==> config.mk <==
export PLATFORM = sky130hd
export DESIGN_NAME = trace_trigger_sequencer
export DESIGN_NICKNAME = d
export VERILOG_FILES = /design/src/hdl/trace_seq_pkg.sv /design/src/hdl/trace_trigger_sequencer.sv
export SDC_FILE = /design/constraint.sdc
export NUM_CORES = 2
export LEC_CHECK = 0
export ABC_AREA = 1
export BUFFER_PORTS_ARGS = -buffer_cell sky130_fd_sc_hd__buf_2
export CAP_MARGIN = 10
export CORE_AREA = 5 5 329 331
export CTS_BUF_LIST = sky130_fd_sc_hd__clkbuf_16
export CTS_CLUSTER_SIZE = 24
export DETAILED_ROUTE_END_ITERATION = 7
export DIE_AREA = 0 0 334 336
export PLACE_DENSITY_LB_ADDON = 0.08
export SKIP_LAST_GASP = 1
export SYNTH_ARGS = -nofsm -noshare
export SYNTH_HDL_FRONTEND = slang
export SYNTH_SLANG_ARGS = --single-unit
==> constraint.sdc <==
create_clock -name clk -period 16.3 [get_ports clk]
set_input_delay 3.26 -clock clk [delete_from_list [all_inputs] [get_ports clk]]
set_output_delay 3.26 -clock clk [all_outputs]
set_load 0.02 [all_outputs]
==> src/hdl/trace_seq_pkg.sv <==
// Constants, field positions and state codes for the trace trigger sequencer.
// Assumes one clock domain and configuration driven by a host-side controller.
package trace_seq_pkg;
    localparam int ADDR_W = 24;
    localparam int DATA_W = 16;
    localparam int STAT_W = 3;
    localparam int PROBE_W = 4;
    localparam int IRQ_W  = 9;             // NMI plus eight request lines.
    localparam int CHANS  = 8;             // Channels 1 to 8 per set.
    localparam int SETS   = 3;             // Sets A, B and C.
    localparam int SEQ_SETS = 2;           // Only A and B can run sequences.
    localparam int NCH    = CHANS * SETS;
    // Channel roles.
    localparam logic [1:0] ROLE_OFF   = 2'h0;
    localparam logic [1:0] ROLE_RANGE = 2'h1;
    localparam logic [1:0] ROLE_STOP  = 2'h2;
    localparam logic [1:0] ROLE_RESET = 2'h3;
    localparam logic [1:0] ROLE_RST   = ROLE_OFF;
    // Sub-condition enable bit positions.
    localparam int EN_W     = 6;
    localparam int EN_ADDR  = 0;
    localparam int EN_DATA  = 1;
    localparam int EN_STAT  = 2;
    localparam int EN_RW    = 3;
    localparam int EN_IRQ   = 4;
    localparam int EN_PROBE = 5;
    localparam logic [EN_W-1:0] EN_RST        = 6'h00;
    localparam logic [EN_W-1:0] SET_C_EN_MASK = 6'h09; // Address and direction only.
    // Sequence layout: channels 1..7 are ordered steps, channel 8 the reset point.
    localparam logic [2:0] RESET_CHAN = 3'h7;
    localparam logic [2:0] STEP_RST   = 3'h0;
    localparam logic [1:0] SET_LIMIT  = 2'h3;
    typedef enum logic [1:0] {
        ST_ACQUIRE = 2'b01,
        ST_HALTED  = 2'b10
    } acq_state_e;
endpackage

==> src/hdl/trace_trigger_sequencer.sv <==
// Trace qualification, sequential stop and trigger output for an emulator probe.
// Assumes bus signals are sampled on clk and bus_valid marks one target bus cycle.
// Functional notes
// - Sequence of up to seven steps plus reset point.
// - Stop only after all steps in order.
// - Reset point returns sequence to first step.
// - Sequential mode exists only for sets A, B.
// - Entering sequential mode clears that set's conditions.
// - Optional halt on trace buffer overflow.
// - Range mode stores only matching cycles.
// - Qualifier is AND of enabled sub-conditions.
// - Address matches programmed value.
// - Data matches programmed value.
// - Bus status matches programmed access type.
// - Direction matches programmed read/write.
// - NMI and request line levels match pattern.
// - Probe input levels match pattern.
// - Sets A, B full; set C address, direction.
// - Programmed break channels lock out the set.
// - Stop condition enters trace-halt, target continues.
// - Set B match pulses trigger output low.
`timescale 1ns/1ps
module trace_trigger_sequencer (
    input  wire logic                              clk,
    input  wire logic                              rst_n,
    input  wire logic                              bus_valid,
    input  wire logic [trace_seq_pkg::ADDR_W-1:0]  bus_addr,
    input  wire logic [trace_seq_pkg::DATA_W-1:0]  bus_data,
    input  wire logic [trace_seq_pkg::STAT_W-1:0]  bus_status,
    input  wire logic                              bus_read,
    input  wire logic                              nmi_level,
    input  wire logic [7:0]                        interrupt_request_lines,
    input  wire logic [trace_seq_pkg::PROBE_W-1:0] external_probe_inputs,
    input  wire logic                              emu_running,
    input  wire logic                              run_start,
    input  wire logic                              cfg_we,
    input  wire logic [1:0]                        cfg_set,
    input  wire logic [2:0]                        cfg_chan,
    input  wire logic [1:0]                        cfg_role,
    input  wire logic [trace_seq_pkg::EN_W-1:0]    cfg_enable,
    input  wire logic [trace_seq_pkg::ADDR_W-1:0]  cfg_addr,
    input  wire logic [trace_seq_pkg::DATA_W-1:0]  cfg_data,
    input  wire logic [trace_seq_pkg::STAT_W-1:0]  cfg_status,
    input  wire logic                              cfg_read,
    input  wire logic [trace_seq_pkg::IRQ_W-1:0]   cfg_irq,
    input  wire logic [trace_seq_pkg::PROBE_W-1:0] cfg_probe,
    input  wire logic [trace_seq_pkg::SETS-1:0]    break_programmed,
    input  wire logic                              seq_mode_a,
    input  wire logic                              seq_mode_b,
    input  wire logic [2:0]                        seq_len_a,
    input  wire logic [2:0]                        seq_len_b,
    input  wire logic                              overflow_stop_en,
    input  wire logic                              buffer_overflow,
    output logic                                   trace_store,
    output logic [trace_seq_pkg::ADDR_W-1:0]       trace_addr,
    output logic [trace_seq_pkg::DATA_W-1:0]       trace_data,
    output logic                                   trace_halt,
    output logic [2:0]                             seq_step_a,
    output logic [2:0]                             seq_step_b,
    output logic                                   trigger_out_n
);
    import trace_seq_pkg::*;

    // Per-channel programmed conditions; values need no reset since role gates them.
    logic [1:0]        role_reg [NCH];
    logic [EN_W-1:0]   en_reg   [NCH];
    logic [ADDR_W-1:0] addr_reg [NCH];
    logic [DATA_W-1:0] data_reg [NCH];
    logic [STAT_W-1:0] stat_reg [NCH];
    logic              rd_reg   [NCH];
    logic [IRQ_W-1:0]  irq_reg  [NCH];
    logic [PROBE_W-1:0] probe_reg [NCH];
    logic [2:0]        step_reg [SEQ_SETS];
    logic [2:0]        len_prev_reg [SEQ_SETS];
    logic [SEQ_SETS-1:0] mode_prev_reg;
    acq_state_e        state_reg;
    acq_state_e        state_next;
    logic              store_reg;
    logic [ADDR_W-1:0] taddr_reg;
    logic [DATA_W-1:0] tdata_reg;
    logic              trig_n_reg;

    wire              cyc = bus_valid & emu_running;
    wire [4:0]        cfg_idx = {cfg_set, cfg_chan};
    wire              cfg_ok = cfg_we & (cfg_set < SET_LIMIT);
    wire [IRQ_W-1:0]  irq_now = {nmi_level, interrupt_request_lines};
    wire [SEQ_SETS-1:0] seq_mode = {seq_mode_b, seq_mode_a};
    wire [2:0]        seq_len [SEQ_SETS];
    wire [NCH-1:0]    chan_hit;
    wire [NCH-1:0]    range_hit;
    wire [NCH-1:0]    range_on;
    wire [NCH-1:0]    stop_hit;
    wire [NCH-1:0]    wr_hit;
    wire [SETS-1:0]   clear_set;
    wire [SEQ_SETS-1:0] seq_stop;
    wire [SEQ_SETS-1:0] hit_exp;
    wire [SEQ_SETS-1:0] hit_rst;
    wire [SEQ_SETS-1:0] reprog;
    wire [SETS-1:0]   plain_stop;

    assign seq_len[0] = seq_len_a;
    assign seq_len[1] = seq_len_b;
    // A set is wiped on the cycle its sequential mode switches on.
    assign clear_set = {1'b0, seq_mode & ~mode_prev_reg};

    // One comparator bank per channel; set C ignores all but address and direction.
    for (genvar i = 0; i < NCH; i++) begin : g_chan
        localparam int S = i / CHANS;
        wire [EN_W-1:0] en = (S == 2) ? (en_reg[i] & SET_C_EN_MASK) : en_reg[i];
        wire m_addr = !en[EN_ADDR]  | (bus_addr == addr_reg[i]);
        wire m_data = !en[EN_DATA]  | (bus_data == data_reg[i]);
        wire m_stat = !en[EN_STAT]  | (bus_status == stat_reg[i]);
        wire m_rw   = !en[EN_RW]    | (bus_read == rd_reg[i]);
        wire m_irq  = !en[EN_IRQ]   | (irq_now == irq_reg[i]);
        wire m_probe = !en[EN_PROBE] | (external_probe_inputs == probe_reg[i]);
        wire live   = (role_reg[i] != ROLE_OFF) & !break_programmed[S];
        assign chan_hit[i]  = cyc & live & m_addr & m_data & m_stat & m_rw & m_irq & m_probe;
        assign range_on[i]  = live & (role_reg[i] == ROLE_RANGE);
        assign range_hit[i] = chan_hit[i] & (role_reg[i] == ROLE_RANGE);
        assign stop_hit[i]  = chan_hit[i] & (role_reg[i] == ROLE_STOP);
        // Writes into a set whose break channels are in use are dropped.
        assign wr_hit[i] = cfg_ok & (cfg_idx == 5'(i)) & !break_programmed[S];
    end

    // Roles and enables reset; a mode switch clears them ahead of a same-cycle write.
    always_ff @(posedge clk) begin
        for (int i = 0; i < NCH; i++) begin
            if (!rst_n || clear_set[i / CHANS]) begin
                role_reg[i] <= ROLE_RST;
                en_reg[i]   <= EN_RST;
            end else if (wr_hit[i]) begin
                role_reg[i] <= cfg_role;
                en_reg[i]   <= cfg_enable;
            end
        end
    end

    // Comparison values are only captured; they have no effect while the role is off.
    always_ff @(posedge clk) begin
        for (int i = 0; i < NCH; i++) begin
            if (wr_hit[i]) begin
                addr_reg[i] <= cfg_addr;
                data_reg[i] <= cfg_data;
                stat_reg[i] <= cfg_status;
                rd_reg[i]   <= cfg_read;
                irq_reg[i]  <= cfg_irq;
                probe_reg[i] <= cfg_probe;
            end
        end
    end

    // Sequence progress for sets A and B. Only the expected step can advance it.
    for (genvar s = 0; s < SEQ_SETS; s++) begin : g_seq
        wire [CHANS-1:0] steps = stop_hit[s*CHANS +: CHANS];
        wire rst_pt = chan_hit[s*CHANS + CHANS - 1]
                      & (role_reg[s*CHANS + CHANS - 1] == ROLE_RESET);
        wire [2:0] step_inc = step_reg[s] + 3'h1;
        wire [2:0] step_next;
        assign hit_exp[s]  = seq_mode[s] & (step_reg[s] < seq_len[s])
                             & steps[step_reg[s]];
        assign hit_rst[s]  = seq_mode[s] & rst_pt;
        assign seq_stop[s] = hit_exp[s] & !hit_rst[s] & (step_inc == seq_len[s]);
        assign reprog[s]   = (seq_mode[s] != mode_prev_reg[s])
                             | (seq_len[s] != len_prev_reg[s])
                             | (|wr_hit[s*CHANS +: CHANS]);
        assign step_next = (run_start | reprog[s] | hit_rst[s]) ? STEP_RST :
                           hit_exp[s] ? step_inc : step_reg[s];
        always_ff @(posedge clk) begin
            if (!rst_n) begin
                step_reg[s]     <= STEP_RST;
                len_prev_reg[s] <= STEP_RST;
            end else begin
                step_reg[s]     <= step_next;
                len_prev_reg[s] <= seq_len[s];
            end
        end

    end

    // Non-sequential stop channels act alone; set C never runs a sequence.
    for (genvar s = 0; s < SETS; s++) begin : g_stop
        wire seq_on = (s < SEQ_SETS) ? seq_mode[s % SEQ_SETS] : 1'b0;
        assign plain_stop[s] = !seq_on & (|stop_hit[s*CHANS +: CHANS]);
    end

    wire ovf_stop = overflow_stop_en & buffer_overflow;
    wire stop_now = (|plain_stop) | (|seq_stop) | ovf_stop;
    // With no range channel programmed every cycle is stored.
    wire range_ok = !(|range_on) | (|range_hit);
    wire acquiring = (state_reg == ST_ACQUIRE);
    wire b_hit = |chan_hit[CHANS +: CHANS];

    // Halt only stops acquisition; the target keeps running until run_start rearms.
    always_comb begin
        state_next = state_reg;
        unique case (state_reg)
            ST_ACQUIRE: if (stop_now) state_next = ST_HALTED;
            ST_HALTED:  if (run_start) state_next = ST_ACQUIRE;
        endcase
        if (run_start) state_next = ST_ACQUIRE;
    end

    always_ff @(posedge clk) begin
        if (!rst_n) begin
            state_reg     <= ST_ACQUIRE;
            mode_prev_reg <= '0;
            store_reg     <= 1'b0;
            taddr_reg     <= '0;
            tdata_reg     <= '0;
            trig_n_reg    <= 1'b1;
        end else begin
            state_reg     <= state_next;
            mode_prev_reg <= seq_mode;
            store_reg     <= cyc & acquiring & range_ok;
            taddr_reg     <= bus_addr;
            tdata_reg     <= bus_data;
            trig_n_reg    <= !b_hit;
        end
    end

    assign trace_store   = store_reg;
    assign trace_addr    = taddr_reg;
    assign trace_data    = tdata_reg;
    assign trace_halt    = (state_reg == ST_HALTED);
    assign seq_step_a    = step_reg[0];
    assign seq_step_b    = step_reg[1];
    assign trigger_out_n = trig_n_reg;

    // Role of the addressed channel; the check below follows the same channel a cycle later,
    // so a host that moves on to another channel at once does not fool it.
    wire [1:0] cfg_role_seen = role_reg[cfg_idx % NCH];
endmodule // trace_trigger_sequencer

==> results.md <==
* Status: complete, no violations
* Initial antenna violation count at 9
* Starting Density at 57.5%
* Post-CTS Resized at 0
* Fin crit period at 5800 ps
* Design Area, Final at 66600 µm²
* Final slew viol count at 0
* Footprint of the multi-input gates at 17500 µm²
* Overall Global Routing Usage at 27.3%
* Setup violations, final at 0
* Filler instances at 8254
* Crit Path Class: input port to register
* Clk root buf: clkbuf_16
* Rows at 119
* Share of layout cells above drive strength 1 at 9.21%
* HPWL after DPL at 99200 µm
* IO Port Bufs at 194
* Die width at 334 µm
* Largest register FFs at 576
* FF+latch count, synth at 1330
* Die Span Y at 336 µm
* Core box area at 105000 µm²
* Residual DRC at 0
* Place WS at 9720 ps
* Max_slew headroom at 11.1%
* Vias in the first global route at 36500
* Setup Buffers After CTS at 0
* Final #Nets at 5886
* MaxCap Viol Count at 0
* Hold Buf Count CTS at 0
* Pwr Density at 110 nW/µm²
* Post-synth EDFFs at 1272
* Drt total wl at 155000 µm
* RSZ-0062 raised after global routing: false
* Main synth FF type: edfxtp_1
* H-tree depth at 4
* Clk_lat worst skew at 740 ps
* Fmax at 172 MHz
* CTS Sinks at 1330
* Antenna-violating nets left at 0
* Worst vdd ir at 0.0893 mV
* Layout Skew at 19.3 ps
* Syn Nets at 5678
* Via total after detailed routing at 38600
* Placed Area at 62100 µm²
* CTS tree: built
* Worst Hold Class: register to register
* First-pass GRT wire length at 227000 µm
* DRT Pass-1 Iters at 5
* P_leak at 26.7 nW
* Clock-pin slew on the worst setup and hold paths at 60 ps
* Mapped Cells at 5522
* Worst setup EP type: register
* Cts bufs inserted at 142
* Grt ovf at 0
* FF+latch area at 39400 µm²
* Final period utilization at 35.6%
* WP data arrival at 6400 ps
* Critical Path Fanout Max at 29
* Routability cong. at 0.930
* Largest net degree at the start of global routing at 68
* Ys async rst share at 0%
* Final Core Density at 63.6%
* Worst-margin pin slew at 1330 ps
* Die area at 112000 µm²
* Synth unique cells at 46
* Worst Slack Setup Final at 10500 ps
* Syn-to-layout area delta at 10.6%
* DR WL/cell at 21.4 µm
* Final Hold Viols at 0
* First DRT Iteration DRCs at 4020
* Startpoint types: input port
* Mapped Area at 60200 µm²
* Syn Area/Cell at 10.9 µm²
* Max clock buf depth at 3
* Syn. warnings at 0
* I/O pins at 195
* Vias per std cell at 5.34
* CP required at 16890 ps
* Sequential area share after synthesis at 65.3%
* Sum of negative setup slack at 0 ps
## metrics by stage
| step | power (W) | hold slack, ps | cells |
|---|---|---|---|
| floorplan | 0.00414 | 461 | 5522 |
| global placement | 0.00428 | 522 | 6973 |
| detailed placement | 0.00429 | 521 | 6974 |
| CTS | 0.00740 | 549 | 7231 |
| global route | 0.00759 | 588 | 7235 |
| finish | 0.00735 | 552 | 7235 |
## where the power goes
part,switching (W),internal (W)
logic,0.000302,0.000120
registers,0.0000148,0.00378
clock network,0.00130,0.00184
total,0.00161,0.00574
## final cells by class
class	count	share of cell area [%]
clock buffer	151	5.67
sequential	1330	59.1
timing repair buffer	236	1.92
multi-input combinational	3431	26.3
inverter	589	3.35
tap	1391	2.61
antenna	1	0.00375
clock inverter	106	1.12
## synthesized netlist by cell type, types with 3 or more instances
master     instances  area share (%)
a2111oi_0          3           0.044
a21oi_1           41            0.34
buf_1              4           0.025
buf_2             38            0.32
buf_4             72            0.90
buf_6             39            0.73
clkbuf_1          19            0.12
dfxtp_1           58             1.9
edfxtp_1        1272              63
ha_1              10            0.21
inv_1            548             3.4
inv_2             30            0.19
inv_4              9           0.093
nand2_1         1527             9.5
nand2_2            5           0.052
nand3_1          146             1.2
nand3_2            3           0.050
nand4_1           87            0.90
nor2_1           747             4.7
nor3_1            20            0.17
nor4_1             9           0.093
o2111ai_1          4           0.058
o21a_1             3           0.037
o21ai_0           44            0.37
o22ai_1            3           0.031
or2_1             13            0.14
or2_2             30            0.31
xnor2_1          353             5.1
xor2_1           358             5.2
## cells by family after synthesis
logic type	Yosys count	share of synthesized area, %
AOI/OAI and AO/OA	112	1.08
xor gates and xnor gates	711	10.3
adders and majority gates	10	0.208
buffers and inverters	761	5.79
DFF	1330	65.3
and+or+nand+nor	2598	17.2
## layout by cell type, fill, tap and decap left out, drive strengths merged, types with 61 or more instances in the layout
master	netlist	final
xnor2	353	353
nand4	87	87
nor2	751	751
buf	153	236
inv	587	622
clkinv	2	61
nand3	149	149
clkbuf	19	151
nand2	1532	1532
xor2	358	358
edfxtp	1272	1272
## per-layer routing
layer | global-route usage, % | vias to the layer above | wire length, µm
li1 | - | 18200 | -
met1 | 39.3 | 18700 | 65900
met2 | 43.8 | 1432 | 72500
met3 | 4.55 | 203 | 12900
met4 | 7.29 | 4 | 3490
met5 | 0 | - | 21
## critical path: stages
cell,delay (ps)
buf_2,590
inv_1,420
nand2_1,150
nand2_1,60
nor2_1,120
nand2_1,90
nor2_1,280
nand3_1,200
nand2_1,150
inv_2,50
nor2_4,150
nand3_1,90
nand3_1,110
nand2_2,70
nand2_1,60
nand4_1,250
nand3_1,170
nand2_1,90
## worst paths after layout
kind | from | depth (start not counted) | slack [ps] | end
setup / recovery | bus_addr[9] | 18 | 10500 | state_reg[0]
hold / removal | state_reg[0] | 2 | 550 | trace_store
setup reg to reg | addr_reg[1][176] | 15 | 13380 | state_reg[0]
hold reg to reg | state_reg[0] | 2 | 550 | trace_store
Power figures use the tool's default switching activity.
